`config.mk`:
```
export PLATFORM = sky130hd
export DESIGN_NAME = sar_conversion_sequencer
export DESIGN_NICKNAME = d
export VERILOG_FILES = /design/src/hdl/sar_pkg.sv /design/src/hdl/pin_sync.sv /design/src/hdl/sar_bit_engine.sv /design/src/hdl/sar_conversion_sequencer.sv
export SDC_FILE = /design/constraint.sdc
export NUM_CORES = 1
export LEC_CHECK = 0
export ABC_AREA = 1
export BUFFER_PORTS_ARGS = -buffer_cell sky130_fd_sc_hd__buf_2
export CAP_MARGIN = 10
export CORE_MARGIN = 2
export CORE_UTILIZATION = 30
export DETAILED_ROUTE_END_ITERATION = 8
export PLACE_DENSITY = 0.45
export REMOVE_ABC_BUFFERS = 1
export SYNTH_ARGS = -nofsm -noshare
export SYNTH_HDL_FRONTEND = slang
export SYNTH_SLANG_ARGS = --single-unit
```
`constraint.sdc`:
```
create_clock -name clk -period 3.9 [get_ports clk]
set_input_delay 0 -clock clk [delete_from_list [all_inputs] [get_ports clk]]
set_output_delay 0 -clock clk [all_outputs]
set_load 0.03 [all_outputs]
```
`src/hdl/sar_pkg.sv`:
```
// Purpose: shared constants and types of the sar conversion sequencer
// Assumes: 20 MHz system clock, 14-bit result, three conversion modes
// Notes: period and acquisition cycle counts below are derived from rates and the clock

package sar_pkg;

   // ========================================================
   // clock and resolution
   localparam int unsigned CLK_HZ = 20_000_000;
   localparam int unsigned RES_BITS = 14;
   localparam int unsigned CNT_W = 5;

   // ========================================================
   // throughput: least start-to-start spacing, rounded up
   localparam int unsigned RATE_FAST_SPS = 1_000_000;
   localparam int unsigned RATE_NORMAL_SPS = 800_000;
   localparam int unsigned RATE_SAVE_SPS = 670_000;
   localparam int unsigned PER_FAST_CYC =
      (CLK_HZ + RATE_FAST_SPS - 1) / RATE_FAST_SPS;
   localparam int unsigned PER_NORMAL_CYC =
      (CLK_HZ + RATE_NORMAL_SPS - 1) / RATE_NORMAL_SPS;
   localparam int unsigned PER_SAVE_CYC =
      (CLK_HZ + RATE_SAVE_SPS - 1) / RATE_SAVE_SPS;

   // conversion: two switch steps, one cycle per bit, one cycle to form code
   localparam int unsigned SWITCH_STEPS = 2;
   localparam int unsigned DONE_STEPS = 1;
   localparam int unsigned CONV_CYC = SWITCH_STEPS + RES_BITS + DONE_STEPS;

   // acquisition interval per mode, what is left of the period
   localparam logic [CNT_W-1:0] ACQ_FAST_CYC = CNT_W'(PER_FAST_CYC - CONV_CYC);
   localparam logic [CNT_W-1:0] ACQ_NORMAL_CYC =
      CNT_W'(PER_NORMAL_CYC - CONV_CYC);
   localparam logic [CNT_W-1:0] ACQ_SAVE_CYC = CNT_W'(PER_SAVE_CYC - CONV_CYC);
   localparam logic [CNT_W-1:0] CNT_ZERO = 5'h00;
   localparam logic [CNT_W-1:0] CNT_ONE = 5'h01;
   localparam logic [CNT_W-1:0] CNT_MAX = 5'h1F;

   // ========================================================
   // code constants
   localparam logic [3:0] MSB_IDX = 4'(RES_BITS - 1);
   localparam logic [3:0] IDX_ZERO = 4'h0;
   localparam logic [RES_BITS-1:0] CODE_ZERO = 14'h0000;
   localparam logic [RES_BITS-1:0] MSB_MASK = 14'h2000;

   // ========================================================
   // types
   typedef enum logic [1:0] {
      MODE_NORMAL = 2'h0,
      MODE_FAST = 2'h1,
      MODE_SAVE = 2'h2
   } mode_t;

   typedef struct packed {
      logic fast;    // fast select
      logic psave;   // power-save select
      logic bipolar; // bipolar range
      logic ten;     // 10 V range
   } cfg_t;

   localparam cfg_t CFG_RESET = 4'h0;

   typedef struct packed {
      logic comp_gnd; // comparator-side terminals to analog ground
      logic arr_in;   // array switches to the analog inputs
   } switch_t;

   localparam switch_t SW_SAMPLE = 2'h3;
   localparam switch_t SW_OPEN = 2'h1;
   localparam switch_t SW_CONVERT = 2'h0;

   // gray codes along acquire, open, ground, bits, done
   typedef enum logic [2:0] {
      ST_ACQ = 3'h0,
      ST_OPEN = 3'h1,
      ST_TO_GND = 3'h3,
      ST_BITS = 3'h2,
      ST_DONE = 3'h6
   } state_t;

   // pin decode of the two mode selects
   function automatic mode_t mode_of(input cfg_t c);
      mode_t m;
      m = MODE_NORMAL;
      case ({c.fast, c.psave})
         2'b10: m = MODE_FAST;
         2'b01: m = MODE_SAVE;
         default: m = MODE_NORMAL;
      endcase
      return m;
   endfunction : mode_of

   function automatic logic [CNT_W-1:0] acq_cyc(input mode_t m);
      logic [CNT_W-1:0] n;
      n = ACQ_NORMAL_CYC;
      case (m)
         MODE_FAST: n = ACQ_FAST_CYC;
         MODE_SAVE: n = ACQ_SAVE_CYC;
         default: n = ACQ_NORMAL_CYC;
      endcase
      return n;
   endfunction : acq_cyc

endpackage : sar_pkg

```
`src/hdl/pin_sync.sv`:
```
// Purpose: two-flop synchroniser for a group of pin inputs
// Assumes: inputs are asynchronous to clk
// Notes: the first stage feeds only the second stage
`timescale 1ns/1ps
`default_nettype none

module pin_sync #(
   parameter int W = 1,
   parameter logic [W-1:0] RST_VAL = '0
) (
   input wire logic clk,
   input wire logic rst_n,
   input wire logic [W-1:0] d,
   output logic [W-1:0] q
);

   // ========================================================
   // one pair of flops per bit
   genvar i;
   generate
      for (i = 0; i < W; i++) begin : g_bit
         logic meta_q;
         logic sync_q;
         always_ff @(posedge clk) begin
            if (!rst_n) begin
               meta_q <= RST_VAL[i];
               sync_q <= RST_VAL[i];
            end else begin
               meta_q <= d[i];
               sync_q <= meta_q;
            end
         end
         assign q[i] = sync_q;
      end
   endgenerate

endmodule : pin_sync
`default_nettype wire

```
`src/hdl/sar_bit_engine.sv`:
```
// Purpose: successive approximation trial register
// Assumes: comp is a latched comparator sampled on clk
// Notes: trial_q drives the array switches, 1 = reference, 0 = ground
`timescale 1ns/1ps
`default_nettype none

module sar_bit_engine (
   input wire logic clk,
   input wire logic rst_n,
   input wire logic clear,
   input wire logic load,
   input wire logic step,
   input wire logic comp,
   output logic [sar_pkg::RES_BITS-1:0] trial_q,
   output logic [3:0] idx_q
);

   // ========================================================
   // bit pointer walks from msb to lsb
   always_ff @(posedge clk) begin
      if (!rst_n) begin
         idx_q <= sar_pkg::MSB_IDX;
      end else if (load) begin
         idx_q <= sar_pkg::MSB_IDX;
      end else if (step && idx_q != sar_pkg::IDX_ZERO) begin
         idx_q <= idx_q - 4'h1;
      end
   end

   // ========================================================
   // per bit: decide the bit under test, raise the next one
   genvar b;
   generate
      for (b = 0; b < sar_pkg::RES_BITS; b++) begin : g_trial
         always_ff @(posedge clk) begin
            if (!rst_n || clear) begin
               trial_q[b] <= 1'b0;
            end else if (load) begin
               trial_q[b] <= sar_pkg::MSB_MASK[b];
            end else if (step && idx_q == 4'(b)) begin
               trial_q[b] <= comp; // keep or release
            end else if (step && idx_q == 4'(b + 1)) begin
               trial_q[b] <= 1'b1; // next lower weight
            end
         end
      end
   endgenerate

endmodule : sar_bit_engine
`default_nettype wire

```
`src/hdl/sar_conversion_sequencer.sv`:
```
// Purpose: acquisition and conversion sequencing of a 14-bit sar converter
// Assumes: comp_above is the latched comparator, same clock domain
// Notes: pins are synchronised, so starts are seen two cycles late
`timescale 1ns/1ps
`default_nettype none

module sar_conversion_sequencer (
   input wire logic clk,
   input wire logic rst_n,
   input wire logic convert_start_n,
   input wire logic sw_config,
   input wire sar_pkg::cfg_t cfg_pins,
   input wire sar_pkg::cfg_t ser_cfg,
   input wire logic ser_cfg_valid,
   input wire logic comp_above,
   output logic busy_q,
   output logic [sar_pkg::RES_BITS-1:0] code_q,
   output sar_pkg::switch_t sw_q,
   output logic [sar_pkg::RES_BITS-1:0] dac_q,
   output sar_pkg::cfg_t active_cfg_q,
   output sar_pkg::mode_t mode_q,
   output logic pwr_save_q
);

   // ========================================================
   // pin synchronisation
   localparam int PIN_W = 6;
   localparam logic [PIN_W-1:0] PIN_RST = 6'h20; // start pin idles high

   logic [PIN_W-1:0] pins_s;
   logic cnv_s;
   logic sw_s;
   sar_pkg::cfg_t pin_cfg_s;

   pin_sync #(
      .W(PIN_W),
      .RST_VAL(PIN_RST)
   ) u_sync (
      .clk(clk),
      .rst_n(rst_n),
      .d({convert_start_n, sw_config, cfg_pins}),
      .q(pins_s)
   );

   assign cnv_s = pins_s[5];
   assign sw_s = pins_s[4];
   assign pin_cfg_s = sar_pkg::cfg_t'(pins_s[3:0]);

   // ========================================================
   // state
   sar_pkg::state_t state_q;
   sar_pkg::state_t state_d;
   logic cnv_prev_q;
   logic cnv_fall;
   logic start_acc;
   logic bits_last;
   logic [sar_pkg::CNT_W-1:0] acq_cnt_q;
   logic acq_done;
   logic [3:0] idx_q;
   logic [sar_pkg::RES_BITS-1:0] trial_q;

   // ========================================================
   // configuration: serial word store, pending and active settings
   sar_pkg::cfg_t ser_q;
   sar_pkg::cfg_t sel_cfg;
   sar_pkg::cfg_t pend_q;
   logic [sar_pkg::CNT_W-1:0] cfg_cnt_q;

   // serial word is written by logic on clk, so no synchroniser
   always_ff @(posedge clk) begin
      if (!rst_n) begin
         ser_q <= sar_pkg::CFG_RESET;
      end else if (ser_cfg_valid) begin
         ser_q <= ser_cfg;
      end
   end

   // source follows the software mode pin
   assign sel_cfg = sw_s ? ser_q : pin_cfg_s;

   // a change restarts the interval; only the last change is applied
   always_ff @(posedge clk) begin
      if (!rst_n) begin
         pend_q <= sar_pkg::CFG_RESET;
         cfg_cnt_q <= sar_pkg::CNT_ZERO;
      end else if (sel_cfg != pend_q) begin
         pend_q <= sel_cfg;
         cfg_cnt_q <= sar_pkg::acq_cyc(mode_q);
      end else if (cfg_cnt_q != sar_pkg::CNT_ZERO) begin
         cfg_cnt_q <= cfg_cnt_q - sar_pkg::CNT_ONE;
      end
   end

   // applied live, no reset of the sequencer needed
   always_ff @(posedge clk) begin
      if (!rst_n) begin
         active_cfg_q <= sar_pkg::CFG_RESET;
         mode_q <= sar_pkg::MODE_NORMAL;
      end else if (cfg_cnt_q == sar_pkg::CNT_ONE) begin
         active_cfg_q <= pend_q;
         mode_q <= sar_pkg::mode_of(pend_q);
      end
   end

   // ========================================================
   // start detection
   always_ff @(posedge clk) begin
      if (!rst_n) begin
         cnv_prev_q <= 1'b1;
      end else begin
         cnv_prev_q <= cnv_s;
      end
   end

   assign cnv_fall = cnv_prev_q && !cnv_s;
   assign acq_done = (acq_cnt_q == sar_pkg::CNT_ZERO);
   // a fall during acquisition is dropped, the host must wait
   assign start_acc = cnv_fall && acq_done
      && (state_q == sar_pkg::ST_ACQ);
   assign bits_last = (state_q == sar_pkg::ST_BITS)
      && (idx_q == sar_pkg::IDX_ZERO);

   // ========================================================
   // sequence
   always_comb begin
      state_d = state_q;
      case (state_q)
         sar_pkg::ST_ACQ: begin
            if (start_acc) begin
               state_d = sar_pkg::ST_OPEN;
            end
         end
         sar_pkg::ST_OPEN: state_d = sar_pkg::ST_TO_GND;
         sar_pkg::ST_TO_GND: state_d = sar_pkg::ST_BITS;
         sar_pkg::ST_BITS: begin
            if (bits_last) begin
               state_d = sar_pkg::ST_DONE;
            end
         end
         sar_pkg::ST_DONE: state_d = sar_pkg::ST_ACQ;
         default: state_d = sar_pkg::ST_ACQ;
      endcase
   end

   always_ff @(posedge clk) begin
      if (!rst_n) begin
         state_q <= sar_pkg::ST_ACQ;
      end else begin
         state_q <= state_d;
      end
   end

   // ========================================================
   // acquisition timer, sets the least start-to-start spacing
   always_ff @(posedge clk) begin
      if (!rst_n) begin
         acq_cnt_q <= sar_pkg::ACQ_NORMAL_CYC;
      end else if (bits_last) begin
         acq_cnt_q <= sar_pkg::acq_cyc(mode_q);
      end else if (!acq_done) begin
         acq_cnt_q <= acq_cnt_q - sar_pkg::CNT_ONE;
      end
   end

   // ========================================================
   // switch control
   always_ff @(posedge clk) begin
      if (!rst_n) begin
         sw_q <= sar_pkg::SW_SAMPLE;
      end else begin
         case (state_d)
            sar_pkg::ST_OPEN: sw_q <= sar_pkg::SW_OPEN;
            sar_pkg::ST_TO_GND: sw_q <= sar_pkg::SW_CONVERT;
            sar_pkg::ST_BITS: sw_q <= sar_pkg::SW_CONVERT;
            default: sw_q <= sar_pkg::SW_SAMPLE;
         endcase
      end
   end

   // ========================================================
   // bit engine: cleared to ground on hold, msb trial on entering bits
   sar_bit_engine u_engine (
      .clk(clk),
      .rst_n(rst_n),
      .clear(state_d == sar_pkg::ST_OPEN),
      .load(state_d == sar_pkg::ST_BITS && state_q == sar_pkg::ST_TO_GND),
      .step(state_q == sar_pkg::ST_BITS),
      .comp(comp_above),
      .trial_q(trial_q),
      .idx_q(idx_q)
   );

   assign dac_q = trial_q;

   // ========================================================
   // result and busy; code is the sample just converted
   always_ff @(posedge clk) begin
      if (!rst_n) begin
         code_q <= sar_pkg::CODE_ZERO;
      end else if (state_q == sar_pkg::ST_DONE) begin
         code_q <= trial_q;
      end
   end

   // drops together with the code update
   always_ff @(posedge clk) begin
      if (!rst_n) begin
         busy_q <= 1'b0;
      end else if (start_acc) begin
         busy_q <= 1'b1;
      end else if (state_q == sar_pkg::ST_DONE) begin
         busy_q <= 1'b0;
      end
   end

   // saving mode powers down between conversions
   always_ff @(posedge clk) begin
      if (!rst_n) begin
         pwr_save_q <= 1'b0;
      end else begin
         pwr_save_q <= (mode_q == sar_pkg::MODE_SAVE)
            && (state_d == sar_pkg::ST_ACQ);
      end
   end

   // busy rises on the take edge and falls on the done edge
   localparam int CONV_TO_IDLE = sar_pkg::CONV_CYC;
   localparam int PER_FAST = sar_pkg::PER_FAST_CYC;

   logic [sar_pkg::CNT_W-1:0] since_q;
   logic seen_q;

   // helper: cycles since the last accepted start, saturating
   always_ff @(posedge clk) begin
      if (!rst_n) begin
         since_q <= sar_pkg::CNT_ZERO;
         seen_q <= 1'b0;
      end else if (start_acc) begin
         since_q <= sar_pkg::CNT_ONE;
         seen_q <= 1'b1;
      end else if (since_q != sar_pkg::CNT_MAX) begin
         since_q <= since_q + sar_pkg::CNT_ONE;
      end
   end
endmodule : sar_conversion_sequencer
`default_nettype wire

```
Yosys cells after proc, flatten, opt, wreduce, memory -nomap -nowiden
Cells that the tools add are included.

word-level totals
  register bits = 76
  latch bits = 0
  bits in writable memories = 0
  ROM bits = 0
  logic and storage cells = 172
  memories kept = 0

operators by class
  $add $sub $neg = 3
  multiply operators = 0
  div/mod/pow operators = 0
  $lt $le $gt $ge = 0
  equal/unequal tests = 28
  shifts and indexed selects = 0
  muxes and demuxes = 42
  bitwise logic cells = 1
  reductions and logical operators = 49

operator list
  operator                                                               count
  1-bit two-way mux                                                      31
  2-bit nonzero test                                                     15
  4-bit equality test, second input constant                             7
  1-bit logical AND                                                      21
  5-bit two-way mux                                                      4
  4-bit by 3-bit equality test with 1-bit output, second input constant  4
  3-bit by 2-bit equality test with 1-bit output, second input constant  4
  3-bit one-hot mux with 4 select lines                                  1
  5-bit by 1-bit subtractor with 5-bit output, second input constant     2
  4-bit by 2-bit equality test with 1-bit output, second input constant  2
  2-bit one-hot mux with 2 select lines                                  2
  4-bit one-hot mux with 2 select lines                                  1
  3-bit by 1-bit equality test with 1-bit output, second input constant  2
  3-bit logical NOT                                                      2
  3-bit two-way mux                                                      2
  2-bit OR reduction                                                     3
  5-bit by 1-bit equality test with 1-bit output, second input constant  1
  5-bit logical NOT                                                      1
  5-bit nonzero test                                                     1
  2-bit by 1-bit equality test with 1-bit output, second input constant  2
  2-bit equality test, second input constant                             2
  4-bit by 1-bit equality test with 1-bit output, second input constant  1
  4-bit logical NOT                                                      1
  4-bit two-way mux                                                      1
  9 further kinds                                                        10

Logic depth before layout (Yosys ltp)
Gate-level depths: netlist of the first run.

  word-level depth = 9
  depth in mapped cells = 11
  gate-level depth less buffers = 11

By module
Synthesis of the first run repeated with hierarchy kept, for this count alone.

second synthesis, totals
  cells, all modules = 445
  area total of the unflattened synthesis = 3,325.7 µm²

modules (own cells, without submodules)
  module                    times used  cells an instance  area an instance (µm²)  seq. area each (µm²)
  sar_conversion_sequencer  1           268                2,025.7                 920.9
  sar_bit_engine            1           134                913.4                   360.3
  pin_sync                  1           43                 386.6                   240.2

Least setup slack after synthesis of the first run
OpenSTA, ideal clock, no wires.

  kind = flip-flop to flip-flop
  start point = reg u_engine.idx_q[0]
  end point = reg u_engine.idx_q[3]
  data arrival time = 1.232 ns
  required time = 3.775 ns
  path slack = 2.543 ns
  cell stages (with the launch flop) = 9
  buffers on the path = 0
  clock period less this slack = 1.357 ns
  cell sequence = dfxtp_1 > inv_1 > ha_1 > inv_1 > nor2_2 > nor2_1 > nand2_1 > o21ai_0 > nand3_1

on the way
  word-level cells in the longest chain between the ends = 7
  elaborated cells on any way between the ends = 10

ends and longest elaborated chain
  what                                            line                             source
  start: declaration                              sar_bit_engine.sv:15             output logic [3:0] idx_q
  start signal: assignment                        sar_bit_engine.sv:22             idx_q <= sar_pkg::MSB_IDX;
  start signal: assignment                        sar_bit_engine.sv:24             idx_q <= sar_pkg::MSB_IDX;
  start signal: assignment                        sar_bit_engine.sv:26             idx_q <= idx_q - 4'h1;
  4-bit logical NOT                               sar_conversion_sequencer.sv:121  && (idx_q == sar_pkg::IDX_ZERO);
  1-bit logical AND                               sar_conversion_sequencer.sv:121
  3-bit two-way mux                               sar_conversion_sequencer.sv:136  if (bits_last) begin
  3-bit one-hot mux with 4 select lines           sar_conversion_sequencer.sv:127  case (state_q)
  3-bit by 2-bit equality test with 1-bit output  sar_conversion_sequencer.sv:186  .load(state_d == sar_pkg::ST_BITS && state_q == sar_pkg::ST_TO_GND),
  1-bit logical AND                               sar_conversion_sequencer.sv:186
  2-bit OR reduction (no line)                    -

Parallel ways exist; a longest one is shown, timed or not.
A chain may end at the register's enable or synchronous reset.

Worst setup path in the final report of the first run
  start point = reg state_q[2]
  end point = reg code_q[3] in the netlist's numbering

on the way
  word-level cells in the longest chain between the ends = 1

ends and longest elaborated chain
  what                      line                             source
  start: declaration        sar_conversion_sequencer.sv:51   sar_pkg::state_t state_q;
  start signal: assignment  sar_conversion_sequencer.sv:147  state_q <= sar_pkg::ST_ACQ;
  start signal: assignment  sar_conversion_sequencer.sv:149  state_q <= state_d;
  3-bit equality test       sar_conversion_sequencer.sv:200  end else if (state_q == sar_pkg::ST_DONE) begin
  end signal: assignment    sar_conversion_sequencer.sv:199  code_q <= sar_pkg::CODE_ZERO;
  end signal: assignment    sar_conversion_sequencer.sv:201  code_q <= trial_q;
  end: declaration          sar_conversion_sequencer.sv:17   output logic [sar_pkg::RES_BITS-1:0] code_q,

No other way between the ends.

==> results of run 1 <==
-- cells by family after synthesis --
group           count (synthesis)
buf+inv                        77
compound gates                 90
flops                          76
fa+ha+maj                      13
simple gates                  154
xor+xnor                        7
-- synth_stat cells, drive strengths merged --
cell     n
a21oi   44
nor4     1
nor3    10
xor2     4
dfxtp   76
inv     66
ha      13
o221ai   1
o211ai   2
nor3b    1
a31oi    1
or2      3
xnor2    3
o21ai   30
nand2   80
clkbuf   8
nand3   22
nand3b   1
buf      3
nand4    3
o21bai   4
nor2    33
o22ai    8
-- per-layer routing --
layer,GRT usage (%),vias to the layer above,wire (um)
met4,6.593,0,91
li1,-,1465,-
met1,17.40,1203,3655
met3,2.630,7,208
met5,0,-,0
met2,18.62,38,2964
-- state kept, by name, indices dropped and copies added, names as in the netlist --
signal and cells:
active_cfg_q 4, u_engine.idx_q 4, u_sync.g_bit.sync_q 6, u_sync.g_bit.meta_q 6
cfg_cnt_q 5, cnv_prev_q 1, pend_q 4, acq_cnt_q 5
sw_q 2, u_engine.trial_q 14, code_q 14, mode_q 2
state_q 3, pwr_save_q 1, busy_q 1, ser_q 4
-- metrics by stage --
stage	hold slack, ps	power (uW)	area, sq um	instances
after floorplan	68.72	1075	3238	406
after global placement	179.7	1135	3676	598
after detailed placement	185.4	1136	3676	598
after CTS	21.94	1717	3998	628
after global routing	43.20	1797	3998	628
final	43.57	1688	3998	628
-- timing repair --
item                                   CTS  global route
endpoints found under the hold margin   10             0
hold buffers                            14             0
setup buffers                            0             0
-- critical path, stage by stage (launching register included) --
cell,delay [ps]
dfxtp_1,410
nand3_1,660
o21ai_0,410
a21oi_1,70
-- power groups by stage --
stage	clock [uW]	sequential, uW	combinational (uW)
after CTS	586	852	279
after global placement	0	870	265
final	560	852	276
after global routing	620	859	318
after detailed placement	0	870	266
after floorplan	0	874	200
-- area by class of cell --
type	instances	share of cell area, %
sequential	76	38.06
clock buffer	15	4.413
tap	140	4.382
inverter	66	6.197
multi-input combinational	264	36.74
timing repair buffer	66	10.08
clock inverter	1	0.1252
-- how the worst max path moves through the flow --
stage	from	endpoint	slack, ps	cells past startpoint
after detailed placement	state_q[2]$_SDFF_PN0_	code_q[6]$_SDFFE_PN0P_	2180	3
after global routing	state_q[1]$_SDFF_PN0_	code_q[7]$_SDFFE_PN0P_	1860	3
after CTS	state_q[2]$_SDFF_PN0_	code_q[6]$_SDFFE_PN0P_	2170	3
final	state_q[2]$_SDFF_PN0_	code_q[3]$_SDFFE_PN0P_	2190	3
after floorplan	u_engine.idx_q[0]$_SDFFE_PP1P_	u_engine.idx_q[3]$_SDFFE_PP1P_	2540	8
after global placement	state_q[1]$_SDFF_PN0_	code_q[6]$_SDFFE_PN0P_	2240	3
==> results.py, run 1 <==
metrics = {
    "outcome": {
        "outcome": "finished clean",
    },
    "global_routing": {
        "grt_pass1_vias": 2522,
        "antenna_found_initial": 0,
        "grt_first_pass_wirelength_mm": 11.83,
        "grt_max_degree": 42,
        "overflow": 0,
        "grt.total_usage_pct": 12.66,
    },
    "drt": {
        "antenna_left": 0,
        "wl_per_cell_um": 11.02,
        "dr.first_iter.drc_count": 93,
        "route.detailed.drc": 0,
        "vias": 2713,
        "viasPerCell": 4.320,
        "postRouteWirelength_mm": 6.920,
        "drt_pass1_iterations": 4,
    },
    "worst_setup_path": {
        "critPathArrivalTime_ps": 1910,
        "path_class": "reg -> reg",
        "timing.rr.end": "code_q[3]$_SDFFE_PN0P_",
        "crit_required_ps": 4100,
        "reg2regPathDepth": 3,
        "reg2reg_slack_ps": 2190,
        "startpoint_type": "register",
        "cp_max_fo": 29,
        "r2r-start": "state_q[2]$_SDFF_PN0_",
        "end_kind": "register",
    },
    "timing": {
        "setup_viol": 0,
        "maxSlewViolCount": 0,
        "final.setup.tns_ps": 0,
        "fin_ws_ps": 2190,
        "rsz0062_at_grt": "no",
        "period_share_pct": 43.85,
        "worst_pin_slew_ps": 917.8,
        "finalHoldViolCount": 0,
        "relSlewSlack_pct": 38.64,
        "finClkSkew_ps": 6.924,
        "fmax_mhz": 584.8,
        "period_needed_ps": 1710,
    },
    "final_layout": {
        "layout.nets": 510,
        "seqCellArea_sq_um": 1521,
        "final_common_cell": "dfxtp_1",
        "post-route-util_pct": 37.20,
        "drive_gt1_share_pct": 20.29,
        "fillers": 1187,
        "multi_input_area_sq_um": 1469,
        "diodes": 0,
        "area_growth_pct": 21.67,
        "layout_common_cells": "dfxtp_1, nand2_1, inv_1",
    },
    "clock_tree": {
        "clk_latency_ps": 340,
        "cts.clk_slew.worst_paths_ps": 70,
        "max-clock-path-buffers": 2,
        "post_cts_resized": 0,
        "tritoncts": "yes",
        "numClockSinks": 76,
        "cts_root_buffer": "clkbuf_8",
        "numCtsBuffers": 9,
        "cts_max_level": 3,
    },
    "power_and_ir_drop": {
        "powerDensity_nw_per_um2": 422.2,
        "combPwrFrac_pct": 16.3,
        "power.leakage_uw": 0.001777,
        "power.switching_uw": 464.8,
        "swShare_pct": 27.54,
        "peakVddDrop_mv": 0.1535,
        "seq_power_share_pct": 50.5,
        "clockPowerShare_pct": 33.2,
        "p_int_uw": 1223,
    },
    "synthesis": {
        "seq_area_frac_synth_pct": 46.31,
        "yosys_warnings": 0,
        "ys_seq_elements": 76,
        "syn_area_sq_um": 3286,
        "synth_xor_area_share_pct": 1.866,
        "synth_cell_types": 33,
        "synth_adder_area_share_pct": 4.950,
        "synth_mux_area_share_pct": 0,
        "synth_top_area_share_pct": 46.31,
        "synthCells": 417,
        "synth_top_family_by_area": "simple AND/OR/NAND/NOR gates",
        "synth.avg_cell_area_sq_um": 7.879,
        "synth_compound_area_share_pct": 14.74,
        "synth_top_area_cell": "dfxtp_1",
        "synth.area.top_cells": "dfxtp_1, nand2_1, inv_1, a21oi_1, ha_1",
        "synth-simple-area-share_pct": 23.15,
    },
    "run": {
        "maxCapViolations": 0,
    },
    "worst_hold_path": {
        "hp-start": "comp_above",
        "holdPathEnd": "u_engine.trial_q[2]$_SDFFE_PP0P_",
        "hp-class": "in -> reg",
        "hold_depth": 3,
    },
    "floorplan": {
        "fp-row-count": 38,
        "die_h_um": 108.7,
        "start_util_pct": 30.58,
        "dieArea_sq_um": 11800,
        "die_w_um": 108.7,
        "io_pins": 52,
        "coreArea_sq_um": 10750,
    },
    "placement": {
        "post-dp-hpwl_mm": 4.888,
        "port_buffers": 51,
        "pre_cts_ws_ps": 2175,
        "place_congestion": 0.8146,
    },
}
Power figures use the tool's default switching activity.
==> inputs of run 2 (changes only) <==
--- a/config.mk
+++ b/config.mk
@@ -5,7 +5,7 @@
 export SDC_FILE = /design/constraint.sdc
 export NUM_CORES = 1
 export LEC_CHECK = 0
-export ABC_AREA = 1
+export ABC_AREA = 0
 export BUFFER_PORTS_ARGS = -buffer_cell sky130_fd_sc_hd__buf_2
 export CAP_MARGIN = 10
 export CORE_MARGIN = 2
==> constraint.sdc (replaced) <==
create_clock -name clk -period 1.7 [get_ports clk]
set_input_delay 0 -clock clk [delete_from_list [all_inputs] [get_ports clk]]
set_output_delay 0 -clock clk [all_outputs]
set_load 0.03 [all_outputs]
==> run 2 against run 1 <==
Net effect: sequential power grew 130%; largest power group unchanged; largest cell class is now multi-input combinational cells; critical path depth grew 3; cell area rose by 0.28%; worst hold slack lost 12 ps; non-clock buffer count up 14; clock power rose to 2.6 times the previous value; routed wire length increased by 7.2%.
==> results.py, run 2 <==
metrics = {
    "outcome": {
        "outcome": "finished clean",
    },
    "timing": {
        "worst_pin_slew_ps": 451.8,
        "setup_viol": 0,
        "period_share_pct": 93.50,
        "relSlewSlack_pct": 69.84,
        "period_needed_ps": 1590,
        "fin_ws_ps": 110.5,
        "final.setup.tns_ps": 0,
        "finalHoldViolCount": 0,
        "rsz0062_at_grt": "no",
        "maxSlewViolCount": 0,
        "finClkSkew_ps": 7.749,
        "fmax_mhz": 629.1,
    },
    "final_layout": {
        "fillers": 1063,
        "layout.nets": 452,
        "diodes": 0,
        "layout_common_cells": "dfxtp_1, nand2_1, buf_2",
        "fin_cells": 566,
        "seqCellArea_sq_um": 1521,
        "largestRegisters": "code_q (14), u_engine.trial_q (14)",
        "area_growth_pct": 25.25,
        "drive_gt1_share_pct": 21.86,
        "final_common_cell": "dfxtp_1",
        "multi_input_area_sq_um": 1549,
    },
    "global_routing": {
        "grt_first_pass_wirelength_mm": 12.45,
        "grt.total_usage_pct": 13.85,
        "grt_max_degree": 22,
        "antenna_found_initial": 0,
        "grt_pass1_vias": 2523,
        "overflow": 0,
    },
    "synthesis": {
        "yosys_warnings": 0,
        "synth_top_area_share_pct": 47.54,
        "synth_edf_count": 0,
        "synth_cell_types": 49,
        "ys_async_sr_fraction_pct": 0,
        "syn_area_sq_um": 3201,
        "synth_commonest_cells": "dfxtp_1, nand2_1, nor2_1",
        "synth.avg_cell_area_sq_um": 9.144,
        "synth_top_area_cell": "dfxtp_1",
        "synthCells": 350,
        "synth_flop_cell": "dfxtp_1",
        "seq_area_frac_synth_pct": 47.54,
        "synth.area.top_cells": "dfxtp_1, nand2_1, mux2i_1, ha_1, a21oi_1",
        "ys_seq_elements": 76,
        "yosysMostFrequentCell": "dfxtp_1",
    },
    "drt": {
        "drt_pass1_iterations": 4,
        "antenna_left": 0,
        "dr.first_iter.drc_count": 64,
        "postRouteWirelength_mm": 7.420,
        "route.detailed.drc": 0,
        "viasPerCell": 4.512,
        "vias": 2554,
        "wl_per_cell_um": 13.11,
    },
    "floorplan": {
        "coreArea_sq_um": 10320,
        "start_util_pct": 31.00,
        "dieArea_sq_um": 11510,
        "die_h_um": 107.3,
        "fp-row-count": 37,
        "die_w_um": 107.3,
        "io_pins": 52,
    },
    "worst_setup_path": {
        "end_kind": "register",
        "startpoint_type": "register",
        "crit_required_ps": 1950,
        "cp_max_fo": 5,
        "path_class": "reg -> reg",
        "critPathArrivalTime_ps": 1840,
        "reg2regPathDepth": 6,
    },
    "placement": {
        "post-dp-hpwl_mm": 5.200,
        "place_congestion": 0.7750,
        "port_buffers": 51,
        "pre_cts_ws_ps": 104.6,
        "place_inst": 535,
    },
    "power_and_ir_drop": {
        "powerDensity_nw_per_um2": 1047,
        "clockPowerShare_pct": 34.5,
        "peakVddDrop_mv": 0.4631,
        "power.switching_uw": 1188,
        "swShare_pct": 28.29,
        "p_int_uw": 3011,
        "combPwrFrac_pct": 17.9,
        "power.leakage_uw": 0.001661,
        "p_total_uw": 4198,
        "seq_power_share_pct": 47.6,
    },
    "worst_hold_path": {
        "hp-class": "in -> reg",
        "hold_depth": 2,
    },
    "clock_tree": {
        "tritoncts": "yes",
        "max-clock-path-buffers": 2,
        "cts_root_buffer": "clkbuf_8",
        "numCtsBuffers": 9,
        "cts.clk_slew.worst_paths_ps": 90,
        "cts_setup_buffers": 0,
        "cts_max_level": 3,
        "numClockSinks": 76,
        "clk_latency_ps": 350,
    },
    "run": {
        "maxCapViolations": 0,
    },
}
-- run 2: cell types whose count changed in the layout (fill, tap and decap cells not counted), sizes merged, moves of 11 or more --
cell,before,now
inv,66,12
nand2,80,51
o21ai,30,4
mux2i,0,19
nand3,22,3
buf,52,65
and2,0,12
a21oi,44,33
-- run 2: critical path, stage by stage, from the launching register on --
cell	delay (ps)
dfxtp_1	330
inv_1	100
ha_1	170
or4b_1	540
nor2_1	130
nor3_1	60
o21a_1	170
-- run 2: worst paths after layout --
path | start | end | slack, ps
min reg2reg | u_sync.g_bit[5].meta_q$_SDFF_PN1_ | u_sync.g_bit[5].sync_q$_SDFF_PN1_ | 420
max reg2reg | acq_cnt_q[0]$_SDFFE_PN0P_ | acq_cnt_q[0]$_SDFFE_PN0P_ | 110
min | rst_n | u_sync.g_bit[3].meta_q$_SDFF_PN0_ | 30
max | acq_cnt_q[0]$_SDFFE_PN0P_ | acq_cnt_q[0]$_SDFFE_PN0P_ | 110
-- run 2: per-stage QoR --
stage | instance area [sq um] | util [%] | hold WS [ps]
2_1_floorplan | 3103 | - | 61.94
3_3_place_gp | 3646 | 35.32 | 181.8
3_5_place_dp | 3646 | 35.32 | 185.8
4_1_cts | 4004 | 38.78 | 29.60
5_1_grt | 4009 | 38.83 | 31.63
6_report | 4009 | 38.83 | 31.74
-- run 2: what timing repair did --
item / 4_1_cts / 5_1_grt
endpoints found under the setup margin: 0 / 6
hold endpoints to repair: 11 / 0
hold buffers: 15 / 0
resized for setup: 0 / 2
-- run 2: cells by family after synthesis --
group | count (synthesis) | share of synthesized area (%)
AO/OA/AOI/OAI | 49 | 9.265
XOR/XNOR | 11 | 3.010
adder cells (fa/ha/maj) | 13 | 5.082
buffers and inverters | 26 | 4.222
flip-flops | 76 | 47.54
multiplexers | 19 | 5.942
AND/OR/NAND/NOR | 156 | 24.94
-- run 2: routing by layer --
layer | vias up | part of all wire, % | track usage (%)
li1 | 1319 | - | -
met1 | 1181 | 48 | 17.36
met2 | 47 | 47 | 23.28
met3 | 7 | 4.1 | 4.177
met4 | 0 | 1.0 | 3.340
met5 | - | 0 | 0
-- run 2: area by class of cell --
| type | instances | share of cell area, % |
|---|---|---|
| Clock buffer | 10 | 3.433 |
| Clock inverter | 6 | 1.748 |
| Inverter | 10 | 0.9363 |
| Multi-Input combinational cell | 248 | 38.64 |
| Sequential cell | 76 | 37.95 |
| Tap cell | 136 | 4.245 |
| Timing Repair Buffer | 80 | 13.05 |
-- run 2: power groups by stage --
| stage | Clock (uW) | Combinational [uW] | Sequential (uW) |
|---|---|---|---|
| after floorplan | 0 | 528 | 2030 |
| after global placement | 0 | 717 | 2040 |
| after detailed placement | 0 | 725 | 2040 |
| after CTS | 1500 | 757 | 2000 |
| after global routing | 1570 | 862 | 2020 |
| final | 1450 | 751 | 2000 |
